<file path="src/common/watchdog_pkg.sv">
// shared constants, modes and carriers of the watchdog block
package watchdog_pkg;

  // -------------------------------------------------------------
  // counter and period select
  // -------------------------------------------------------------
  localparam int CNT_W = 23;
  localparam int PS_W = 5;
  localparam int RATIO_MIN_LOG2 = 5;
  localparam logic [4:0] PS_RESET = 5'h0b;
  localparam logic [4:0] PS_MAX = 5'h12;

  // -------------------------------------------------------------
  // configuration mode codes
  // -------------------------------------------------------------
  localparam logic [1:0] MODE_OFF = 2'h0;
  localparam logic [1:0] MODE_SOFT = 2'h1;
  localparam logic [1:0] MODE_AWAKE = 2'h2;
  localparam logic [1:0] MODE_ALWAYS = 2'h3;

  // -------------------------------------------------------------
  // register map (byte addresses) and fields
  // -------------------------------------------------------------
  localparam int ADDR_W = 8;
  localparam logic [7:0] ADDR_CTRL = 8'h00;
  localparam logic [7:0] ADDR_STAT = 8'h04;
  localparam logic [7:0] ADDR_MASK = 8'h08;
  localparam logic [7:0] ADDR_STATE = 8'h0c;
  localparam logic [7:0] ADDR_COUNT = 8'h10;
  localparam int CTRL_SWEN_BIT = 0;
  localparam int CTRL_PS_LSB = 1;
  localparam int CTRL_PS_MSB = 5;
  localparam logic SWEN_RESET = 1'b0;
  localparam int EVT_W = 3;
  localparam int EVT_TO_AWAKE = 0;
  localparam int EVT_TO_SLEEP = 1;
  localparam int EVT_OSC_FAIL = 2;
  localparam int STATE_ACTIVE_BIT = 0;
  localparam int STATE_ASLEEP_BIT = 1;
  localparam int STATE_MODE_LSB = 2;
  localparam int STATE_HOLD_BIT = 4;

  // -------------------------------------------------------------
  // timing
  // -------------------------------------------------------------
  localparam int PCLK_MHZ = 50;
  localparam int LF_OSC_KHZ = 31;
  localparam int BASE_INTERVAL_MS = 1;
  localparam int LF_PERIOD_CYCLES = (PCLK_MHZ * 1000) / LF_OSC_KHZ;
  localparam int SYNC_MIN_CYCLES = 4;

  // -------------------------------------------------------------
  // power state and carriers
  // -------------------------------------------------------------
  typedef enum logic {ST_AWAKE, ST_ASLEEP} power_state_e;

  typedef struct packed {
    logic clear_watchdog_instr;
    logic sleep_enter;
    logic wake_event;
    logic osc_fail;
  } core_evt_s;

  typedef struct packed {
    logic sys_clk_crystal;
    logic osc_startup_timer;
  } osc_ctrl_s;

endpackage

</file>
<file path="src/verilog/lf_tick_sync.sv">
// two-flop synchroniser and rising-edge tick for the low-frequency oscillator
module lf_tick_sync
(
  // clock and reset
  input wire logic pclk,
  input wire logic presetn,
  // asynchronous level
  input wire logic async_in,
  // one-cycle pulse per rising edge
  output logic tick
);

  logic meta_ff;
  logic sync_ff;
  logic last_ff;

  // -------------------------------------------------------------
  // synchroniser: meta_ff feeds sync_ff only
  // -------------------------------------------------------------
  always_ff @(posedge pclk or negedge presetn)
  begin
    if (!presetn)
    begin
      meta_ff <= 1'b0;
      sync_ff <= 1'b0;
      last_ff <= 1'b0;
    end
    else
    begin
      meta_ff <= async_in;
      sync_ff <= meta_ff;
      last_ff <= sync_ff;
    end
  end

  assign tick = sync_ff & ~last_ff;

endmodule

</file>
<file path="src/verilog/period_decode.sv">
// period select code to terminal count of the watchdog counter
module period_decode
  import watchdog_pkg::*;
#(
  parameter int CW = CNT_W
)
(
  // select code
  input wire logic [PS_W-1:0] sel,
  // last count value before a time-out
  output logic [CW-1:0] term
);

  // -------------------------------------------------------------
  // elaboration check: the widest ratio must fit
  // -------------------------------------------------------------
  // the widest ratio is 2**(RATIO_MIN_LOG2+PS_MAX); its terminal count needs that many bits
  if (CW < RATIO_MIN_LOG2 + int'(PS_MAX))
  begin : g_bad_width
    $error("counter too narrow for the widest ratio");
  end

  logic [CW:0] ratio;

  always_comb
  begin
    if (sel > PS_MAX)
      ratio = (CW+1)'(1) << RATIO_MIN_LOG2;
    else
      ratio = (CW+1)'(1) << (RATIO_MIN_LOG2 + int'(sel));
  end

  assign term = CW'(ratio - (CW+1)'(1));

endmodule

</file>
<file path="src/verilog/watchdog_timer_block.sv">
// watchdog timer with apb registers, sleep handling and interrupt
// -------------------------------------------------------------
// Contract
// count low-frequency oscillator ticks, never the cpu clock; base interval 1 ms
// mode 00 disables the watchdog whatever the enable bit or sleep
// mode 11 keeps the watchdog active always, sleep included; enable ignored
// mode 10 active while awake, disabled in sleep; enable ignored
// mode 01 runs only while soft enable is 1; sleep irrelevant
// period code 00000 gives 1:32, each step doubles, up to 10010
// after reset period select holds 01011, ratio 1:65536
// codes 10011 to 11111 act as the minimum ratio 1:32
// count cleared on reset, clear instruction, sleep, wake, osc fail, disable
// crystal clock: held clear while startup timer runs; else cleared once
// internal oscillator divider changes leave the watchdog untouched
// sleep entry clears the count; counting resumes if enabled in sleep
// time-out in sleep wakes the device, no reset; status bits updated
// control bits 7-6 read zero; period and enable are read/write
// time-out while awake requests a device reset
// count reaching the selected ratio signals time-out and restarts at zero
// -------------------------------------------------------------
//
// Register access over APB and the address map are this design's own decisions.
module watchdog_timer_block
  import watchdog_pkg::*;
(
  // clock and reset
  input wire logic pclk,
  input wire logic presetn,
  // apb slave
  input wire logic [watchdog_pkg::ADDR_W-1:0] paddr,
  input wire logic psel,
  input wire logic penable,
  input wire logic pwrite,
  input wire logic [31:0] pwdata,
  output logic [31:0] prdata,
  output logic pready,
  output logic pslverr,
  // configuration word
  input wire logic [1:0] watchdog_mode_cfg,
  // independent oscillator pin
  input wire logic low_freq_internal_osc,
  // core and oscillator control
  input wire watchdog_pkg::core_evt_s core_evt,
  input wire watchdog_pkg::osc_ctrl_s osc_ctrl,
  // results
  output logic reset_req,
  output logic wake_req,
  output logic timeout_status_n,
  output logic powerdown_status_n,
  output logic irq
);

  // -------------------------------------------------------------
  // declarations
  // -------------------------------------------------------------
  logic lf_tick;
  logic [CNT_W-1:0] term_cnt;
  logic [CNT_W-1:0] watchdog_counter_ff;
  logic [PS_W-1:0] timeout_period_sel_ff;
  logic soft_watchdog_on_ff;
  logic [EVT_W-1:0] stat_ff;
  logic [EVT_W-1:0] mask_ff;
  power_state_e pstate_ff;
  power_state_e nxt_pstate;
  logic active;
  logic ost_hold;
  logic clr_cnt;
  logic hit;
  logic timeout;
  logic [EVT_W-1:0] evt_set;
  logic setup;
  logic access;
  logic wr_en;
  logic mapped;
  logic [31:0] nxt_prdata;
  logic [31:0] prdata_ff;
  logic pready_ff;
  logic pslverr_ff;
  logic reset_req_ff;
  logic wake_req_ff;
  logic to_n_ff;
  logic pd_n_ff;
  logic irq_ff;

  // -------------------------------------------------------------
  // oscillator tick and period decode
  // -------------------------------------------------------------
  // the counter advances only on these ticks, so the cpu clock and its
  // divider setting never change the time-out
  lf_tick_sync u_lf_sync
  (
    .pclk(pclk),
    .presetn(presetn),
    .async_in(low_freq_internal_osc),
    .tick(lf_tick)
  );

  period_decode #(.CW(CNT_W)) u_decode
  (
    .sel(timeout_period_sel_ff),
    .term(term_cnt)
  );

  // -------------------------------------------------------------
  // mode decode
  // -------------------------------------------------------------
  always_comb
  begin
    unique case (watchdog_mode_cfg)
      MODE_ALWAYS: active = 1'b1;
      MODE_AWAKE: active = (pstate_ff == ST_AWAKE);
      MODE_SOFT: active = soft_watchdog_on_ff;
      MODE_OFF: active = 1'b0;
    endcase
  end

  // -------------------------------------------------------------
  // counter
  // -------------------------------------------------------------
  // a crystal clock is not trusted until its startup timer ends; other
  // clocks see only the single clear from the wake event
  assign ost_hold = osc_ctrl.sys_clk_crystal & osc_ctrl.osc_startup_timer;

  assign clr_cnt = ~active | core_evt.clear_watchdog_instr | core_evt.sleep_enter
    | core_evt.wake_event | core_evt.osc_fail | ost_hold;

  // a shorter period written mid-count must not let the counter run past its end
  assign hit = lf_tick && (watchdog_counter_ff >= term_cnt);
  assign timeout = hit & ~clr_cnt;

  always_ff @(posedge pclk or negedge presetn)
  begin
    if (!presetn)
      watchdog_counter_ff <= '0;
    else if (clr_cnt)
      watchdog_counter_ff <= '0;
    else if (timeout)
      watchdog_counter_ff <= '0;
    else if (lf_tick)
      watchdog_counter_ff <= watchdog_counter_ff + CNT_W'(1);
  end

  // -------------------------------------------------------------
  // power state
  // -------------------------------------------------------------
  always_comb
  begin
    nxt_pstate = pstate_ff;
    unique case (pstate_ff)
      ST_AWAKE:
      begin
        if (core_evt.sleep_enter)
          nxt_pstate = ST_ASLEEP;
      end
      ST_ASLEEP:
      begin
        if (core_evt.wake_event || timeout)
          nxt_pstate = ST_AWAKE;
      end
    endcase
  end

  always_ff @(posedge pclk or negedge presetn)
  begin
    if (!presetn)
      pstate_ff <= ST_AWAKE;
    else
      pstate_ff <= nxt_pstate;
  end

  // -------------------------------------------------------------
  // reset and wake requests, status bits
  // -------------------------------------------------------------
  always_ff @(posedge pclk or negedge presetn)
  begin
    if (!presetn)
    begin
      reset_req_ff <= 1'b0;
      wake_req_ff <= 1'b0;
    end
    else
    begin
      reset_req_ff <= timeout && (pstate_ff == ST_AWAKE);
      wake_req_ff <= timeout && (pstate_ff == ST_ASLEEP);
    end
  end

  // both status bits read one after power-up; a time-out drops the first
  always_ff @(posedge pclk or negedge presetn)
  begin
    if (!presetn)
    begin
      to_n_ff <= 1'b1;
      pd_n_ff <= 1'b1;
    end
    else if (timeout)
    begin
      to_n_ff <= 1'b0;
      pd_n_ff <= (pstate_ff == ST_AWAKE);
    end
    else if (core_evt.sleep_enter && pstate_ff == ST_AWAKE)
    begin
      to_n_ff <= 1'b1;
      pd_n_ff <= 1'b0;
    end
    else if (core_evt.clear_watchdog_instr)
    begin
      to_n_ff <= 1'b1;
      pd_n_ff <= 1'b1;
    end
  end

  // -------------------------------------------------------------
  // apb decode
  // -------------------------------------------------------------
  assign setup = psel & ~penable;
  assign access = psel & penable & pready_ff;
  assign wr_en = access & pwrite & ~pslverr_ff;

  always_comb
  begin
    mapped = 1'b1;
    nxt_prdata = '0;
    unique case (paddr)
      ADDR_CTRL:
      begin
        // bits 7-6 and above stay zero
        nxt_prdata[CTRL_PS_MSB:CTRL_PS_LSB] = timeout_period_sel_ff;
        nxt_prdata[CTRL_SWEN_BIT] = soft_watchdog_on_ff;
      end
      ADDR_STAT: nxt_prdata[EVT_W-1:0] = stat_ff;
      ADDR_MASK: nxt_prdata[EVT_W-1:0] = mask_ff;
      ADDR_STATE:
      begin
        nxt_prdata[STATE_ACTIVE_BIT] = active;
        nxt_prdata[STATE_ASLEEP_BIT] = (pstate_ff == ST_ASLEEP);
        nxt_prdata[STATE_MODE_LSB+1:STATE_MODE_LSB] = watchdog_mode_cfg;
        nxt_prdata[STATE_HOLD_BIT] = ost_hold;
      end
      ADDR_COUNT: nxt_prdata[CNT_W-1:0] = watchdog_counter_ff;
      default: mapped = 1'b0;
    endcase
  end

  // answer in the first access cycle: no wait states
  always_ff @(posedge pclk or negedge presetn)
  begin
    if (!presetn)
    begin
      pready_ff <= 1'b0;
      pslverr_ff <= 1'b0;
      prdata_ff <= '0;
    end
    else if (setup)
    begin
      pready_ff <= 1'b1;
      pslverr_ff <= ~mapped;
      prdata_ff <= pwrite ? '0 : nxt_prdata;
    end
    else
    begin
      pready_ff <= 1'b0;
      pslverr_ff <= 1'b0;
      prdata_ff <= '0;
    end
  end

  // -------------------------------------------------------------
  // control register
  // -------------------------------------------------------------
  always_ff @(posedge pclk or negedge presetn)
  begin
    if (!presetn)
    begin
      timeout_period_sel_ff <= PS_RESET;
      soft_watchdog_on_ff <= SWEN_RESET;
    end
    else if (wr_en && paddr == ADDR_CTRL)
    begin
      timeout_period_sel_ff <= pwdata[CTRL_PS_MSB:CTRL_PS_LSB];
      soft_watchdog_on_ff <= pwdata[CTRL_SWEN_BIT];
    end
  end

  // -------------------------------------------------------------
  // event status, mask and interrupt
  // -------------------------------------------------------------
  always_comb
  begin
    evt_set = '0;
    evt_set[EVT_TO_AWAKE] = timeout && (pstate_ff == ST_AWAKE);
    evt_set[EVT_TO_SLEEP] = timeout && (pstate_ff == ST_ASLEEP);
    evt_set[EVT_OSC_FAIL] = core_evt.osc_fail;
  end

  // a set in the same cycle as a write-one clear wins, so no event is lost
  always_ff @(posedge pclk or negedge presetn)
  begin
    if (!presetn)
      stat_ff <= '0;
    else if (wr_en && paddr == ADDR_STAT)
      stat_ff <= (stat_ff & ~pwdata[EVT_W-1:0]) | evt_set;
    else
      stat_ff <= stat_ff | evt_set;
  end

  always_ff @(posedge pclk or negedge presetn)
  begin
    if (!presetn)
      mask_ff <= '0;
    else if (wr_en && paddr == ADDR_MASK)
      mask_ff <= pwdata[EVT_W-1:0];
  end

  always_ff @(posedge pclk or negedge presetn)
  begin
    if (!presetn)
      irq_ff <= 1'b0;
    else
      irq_ff <= |(stat_ff & mask_ff);
  end

  // -------------------------------------------------------------
  // outputs
  // -------------------------------------------------------------
  assign prdata = prdata_ff;
  assign pready = pready_ff;
  assign pslverr = pslverr_ff;
  assign reset_req = reset_req_ff;
  assign wake_req = wake_req_ff;
  assign timeout_status_n = to_n_ff;
  assign powerdown_status_n = pd_n_ff;
  assign irq = irq_ff;

endmodule

</file>
<file path="config.mk">
export PLATFORM = sky130hd
export DESIGN_NAME = watchdog_timer_block
export DESIGN_NICKNAME = d
export VERILOG_FILES = /design/src/common/watchdog_pkg.sv /design/src/verilog/lf_tick_sync.sv /design/src/verilog/period_decode.sv /design/src/verilog/watchdog_timer_block.sv
export SDC_FILE = /design/constraint.sdc
export NUM_CORES = 1
export LEC_CHECK = 0
export ABC_AREA = 0
export BUFFER_PORTS_ARGS = -buffer_cell sky130_fd_sc_hd__buf_2
export CAP_MARGIN = 20
export CORE_MARGIN = 4
export CORE_UTILIZATION = 35
export DETAILED_ROUTE_END_ITERATION = 10
export PLACE_DENSITY = 0.57
export SYNTH_ARGS = -nofsm -noshare
export SYNTH_HDL_FRONTEND = slang
export SYNTH_SLANG_ARGS = --single-unit
</file>
<file path="constraint.sdc">
create_clock -name pclk -period 4.35 [get_ports pclk]
set_input_delay 0.435 -clock pclk [delete_from_list [all_inputs] [get_ports pclk]]
set_output_delay 0.435 -clock pclk [all_outputs]
set_load 0.005 [all_outputs]
</file>
# == Word-level counts from Yosys, hierarchy flattened ==
# Index checks and enable logic that the tools add are counted.
# classes
add_sub_neg,3
n_lt_le_gt_ge,2
n_eq_ne,7
shift,1
n_mux,23
n_bitwise,25
reduce_logical,14
# ops
cell,count
$mux 23,6
$add 23x1->23 const B,1
$ge 23x23->1,1
$shl 1x6->23 const A,1
$sub 23x1->23 const B,1
$mux 17,1
$eq 8x4->1 const B,2
$pmux 3 s5,1
$mux 1,10
$and 1x1->1,8
$eq 8x3->1 const B,1
$eq 8x5->1 const B,1
$logic_not 8->1,1
$logic_and 1x1->1,7
$not 1->1,7
$add 3x5->6 const A,1
$and 3x3->3,2
$or 3x3->3,2
$pmux 2 s3,1
$reduce_bool 3->1,2
$gt 5x5->1 const B,1
$or 1x1->1,5
$reduce_or 5->1,1
$eq 2x2->1 const B,2
8 further kinds,9
# totals
ff_bits,78
input_bits,54
out_inout_bits,39
wordCells,92

# == Depth between registers and ports, before layout ==
# logic_depth
word_depth,13
ltp_mapped,14
depth_no_buf,12

# == Cells and area by module ==
# From an unflattened synthesis, not the netlist that was laid out.
# unflattened
cells_unflattened,415
hier_area_um2,4018.9
# by_module_without_submodules
mod,n_inst,cells_per_inst,area_per_inst_um2
watchdog_timer_block,1,346,3534.6
period_decode,1,65,395.4
lf_tick_sync,1,4,88.8

# == Worst setup path before layout ==
# Ideal clock, no wire load.
# synth_path
path_type,register to register
start,register timeout_period_sel_ff[3]
end,register watchdog_counter_ff[13]
setup_ps,121
t_arrival_ps,2972
required_time_ps,4229
slack_ps,1257
path_stages_with_launch,13
path_buffers,2
synth_period_minus_slack_ps,3093
path_cell_list,dfstp_2 nor2b_1 clkbuf_1 nand3_1 a21oi_1 a31oi_1 ha_1 nand4_1 nor4_1 o2111ai_1 a31oi_2 buf_2 nor2_1
# synth_via
elab_chain_len,9
# synth_lines
element,line_no,rtl
from (decl),watchdog_timer_block.sv:59,logic [PS_W-1:0] timeout_period_sel_ff;
from (signal assigned),watchdog_timer_block.sv:280,timeout_period_sel_ff <= pwdata[CTRL_PS_MSB:CTRL_PS_LSB];
$add 3x5->6,period_decode.sv:30,ratio = (CW+1)'(1) << (RATIO_MIN_LOG2 + int'(sel));
$shl 1x6->23,period_decode.sv:30,
$mux 23 *,period_decode.sv:27,if (sel > PS_MAX)
$sub 23x1->23 *,period_decode.sv:33,assign term = CW'(ratio - (CW+1)'(1));
$ge 23x23->1 *,watchdog_timer_block.sv:128,assign hit = lf_tick && (watchdog_counter_ff >= term_cnt);
$logic_and 1x1->1 *,watchdog_timer_block.sv:128,
$and 1x1->1 *,watchdog_timer_block.sv:129,assign timeout = hit & ~clr_cnt;
$mux 23,watchdog_timer_block.sv:137,else if (timeout)
$mux 23,watchdog_timer_block.sv:135,else if (clr_cnt)
to (signal assigned),watchdog_timer_block.sv:140,watchdog_counter_ff <= watchdog_counter_ff + CNT_W'(1);
to (decl),watchdog_timer_block.sv:58,logic [CNT_W-1:0] watchdog_counter_ff;
# Mark *: on every way between the ends. The rest lies on a longest branch, timed or not.
# A chain may end at the register's enable or synchronous reset.

# == Final worst setup path ==
# layout_path
start,register timeout_period_sel_ff[3]
end,register pd_n_ff (netlist: powerdown_status_n)
# layout_via
elab_chain_len,8
# layout_lines
element,line_no,rtl
$add 3x5->6,period_decode.sv:30,
$shl 1x6->23,period_decode.sv:30,
$mux 23 *,period_decode.sv:27,
$sub 23x1->23 *,period_decode.sv:33,
$ge 23x23->1 *,watchdog_timer_block.sv:128,
$logic_and 1x1->1 *,watchdog_timer_block.sv:128,
$and 1x1->1 *,watchdog_timer_block.sv:129,
$reduce_bool 3->1 (no source line) / $mux 1 (equally long branches),n/a,
to (signal assigned),watchdog_timer_block.sv:199,pd_n_ff <= (pstate_ff == ST_AWAKE);
to (decl),watchdog_timer_block.sv:82,logic pd_n_ff;
# Marked as above.

==> run metrics <==
DRT Pass-1 Iters 4; DR vias 3131; Tcrit/Tclk final 86.1%; Nets 541; all-layer global routing usage 14.4%; Synth Area in Adders 7.94%; Final Hold Viols 0; Register Area 1730 um^2; post-synthesis cell count 407; CTS tree done; clock root cell clkbuf_16; Setup TNS 0 ns; Setup crit end powerdown_status_n; total core area 10900 um^2; setup repair bufs after CTS 0; n_diodes 0; simple-gate share of the synthesized area 21.5%; Slew @ Worst Pin 0.831 ns; relative slew slack 44.4%; cell area after synthesis 3940 um^2; worst IR drop on VDD 0.000223 V; share of cells above drive strength 1 21.8%; # fillers 1081; Max-Cap Viols 0; Syn Area/Cell 9.68 um^2; final number of setup-violating endpoints 0; FF-to-FF setup slack 0.60 ns; DIE HEIGHT 114 um; CTS Buf Count 9; final slew viol count 0; XOR/XNOR Fraction of Synth Area 4.67%; initial cell density of the core 36.0%; Post-Place Cells 591; die area 13000 um^2; Crit. End Element flop; worst r2r src timeout_period_sel_ff[3]; synthesized flop and latch total 69; clk sinks 69; PwrDens 340 nW/um^2; min cycle time layout 3.75 ns; post-synthesis mux area share 4.19%; Syn-to-layout area delta 18.8%; Critical Path Fanout Max 13; DRC 0; Synth Warn # 0; Synth top area share 40.6%; H-Tree Level Count 3; die width 114 um; largest area contributor in the netlist dfrtp_1; Worst setup SP type flop; routability congestion estimate 0.907; CP max-delay cell dfstp_2; Clk Latency, worst-skew pair 0.32 ns; Via-to-Cell Ratio 5.16; Req. time, crit path 4.60 ns; largest family of logic cells by synthesized area simple AND/OR/NAND/NOR gates; Compound-Gate Fraction of Synth Area 13.4%; vias in the first global route 3114; worst setup path start timeout_period_sel_ff[3]; register area share after synthesis 44.0%; row count 38; GRT Residual Overflow 0; I/O pins 93; Post-Layout Cell Count 607; reg2reg end powerdown_status_n; max incr delay on CP 0.67 ns; Pleak 2.16 nW; first-pass GRT wire length 15000 um; Hold Crit Class in2async; cts repair resizes 0; DR iter-0 viols 127; post-DP HPWL 6860 um; cts hold-fix bufs 0; Worst-path clk slew 0.06 ns; initial antenna violation count 0; R2R cell count 10; Yosys cell types 54; Routed WL per cell 14.9 um; Port Buf Inserts 57; Final ANT Viol Nets 0; Post-synth EDFFs 0; Worst EP arrival 4.00 ns; clk buf depth 2; largest net degree at the start of global routing 37; area occupied by multi-input gates 2080 um^2; asr flop ratio synth 100%; ys flop type dfrtp_1; top post-synthesis cells by area dfrtp_1 (41%), ha_1 (7.9%), xnor2_1 (4.2%); Detailed Route WL 9030 um; critical path type reg2reg; outcome finished clean; Max Clock Freq 267 MHz; clock skew 0.00758 ns; worst-path cell chain nor2b_1, nand3_1, a21oi_1, a31oi_1, ha_1, nand4_1, nor4_1, o2111ai_1, a21boi_2, mux2i_1; unrepaired setup endpoints after global routing no
## layout make-up
cell class	count	share of cell area, %
repair buffers	59	6.41
multi-input cells	315	44.5
inverters	8	0.641
clock buffers	11	5.40
well taps	140	3.74
flip-flops and latches	69	37.0
clock inverters	5	2.27
## routing by layer
metal	share of wire, %	vias up	global-route usage [%]
met4	1.4	0	5.30
met5	0	-	0
met2	49	76	23.4
met1	45	1505	18.8
li1	-	1539	-
met3	5.2	11	3.01
## through the flow
| stage | util, % | area (um^2) | power [mW] | hold slack, ns | setup slack [ns] |
|---|---|---|---|---|---|
| after CTS | 42.8 | 4680 | 1.61 | 0.200 | 0.653 |
| after floorplan | - | 3980 | 0.705 | 0.139 | 1.26 |
| after detailed placement | 39.5 | 4320 | 0.738 | 0.340 | 0.673 |
| final | 42.8 | 4680 | 1.59 | 0.185 | 0.604 |
| after global routing | 42.8 | 4680 | 1.65 | 0.200 | 0.330 |
| after global placement | 39.5 | 4320 | 0.737 | 0.336 | 0.761 |
## critical path: cells and delay by family (launching register included)
family / cells / cell delay, ns
fa+ha+maj: 1 / 0.36
mux: 1 / 0.24
simple gates: 4 / 1.33
compound gates: 4 / 1.05
flops: 1 / 0.67
## layout by cell type (no fill, tap or decap), drive strengths merged, types with 6 or more instances in the layout
cell type | synthesis | final
and3 | 7 | 7
nor2 | 46 | 46
xnor2 | 19 | 19
and2 | 20 | 20
conb | 2 | 13
nor2b | 8 | 8
o21ai | 14 | 14
ha | 25 | 25
nand2 | 29 | 29
nor3 | 10 | 10
clkbuf | 14 | 11
nand3 | 22 | 22
dfrtp | 64 | 64
mux2 | 12 | 12
buf | 12 | 59
a31oi | 6 | 6
nand4 | 7 | 7
a21oi | 22 | 22
inv | 8 | 8
## kinds of logic after synthesis
| family | count (synthesis) |
|---|---|
| mux | 15 |
| compound gates | 76 |
| flops | 69 |
| buf+inv | 34 |
| xor+xnor | 21 |
| other cells | 2 |
| simple gates | 165 |
| fa+ha+maj | 25 |
## worst min-delay path by stage
stage | from | endpoint | slack, ns | cells after the start
after floorplan | presetn | irq | 0.14 | 0
after global placement | u_lf_sync.meta_ff | u_lf_sync.sync_ff | 0.34 | 0
after detailed placement | u_lf_sync.meta_ff | u_lf_sync.sync_ff | 0.34 | 0
after CTS | low_freq_internal_osc | u_lf_sync.meta_ff | 0.20 | 1
after global routing | low_freq_internal_osc | u_lf_sync.meta_ff | 0.20 | 1
final | presetn | prdata[9] | 0.19 | 1
## report_power, final
| part | leakage (nW) | internal, mW | total, mW | switching [mW] |
|---|---|---|---|---|
| clock | 0.172 | 0.592 | 0.863 | 0.271 |
| sequential | 0.930 | 0.649 | 0.654 | 0.00488 |
| combinational | 1.05 | 0.0252 | 0.0723 | 0.0471 |
| total | 2.16 | 1.27 | 1.59 | 0.323 |
## sequential cells by signal (all words and copies together), names as in the netlist, 3 cells and up
register and count:
watchdog_counter_ff 23, prdata 23, timeout_period_sel_ff 5, mask_ff 3, stat_ff 3
## synth_stat cells, types with 7 or more instances
master / number
buf_4: 9
clkbuf_1: 14
o21ai_0: 14
nand2_1: 29
inv_1: 8
ha_1: 25
nand3_1: 22
xnor2_1: 19
a21oi_1: 22
and2_1: 20
mux2_2: 12
and3_1: 7
nor2_1: 44
dfrtp_1: 64
nor3_1: 9
nand4_1: 7
nor2b_1: 8
Power figures use the tool's default switching activity.
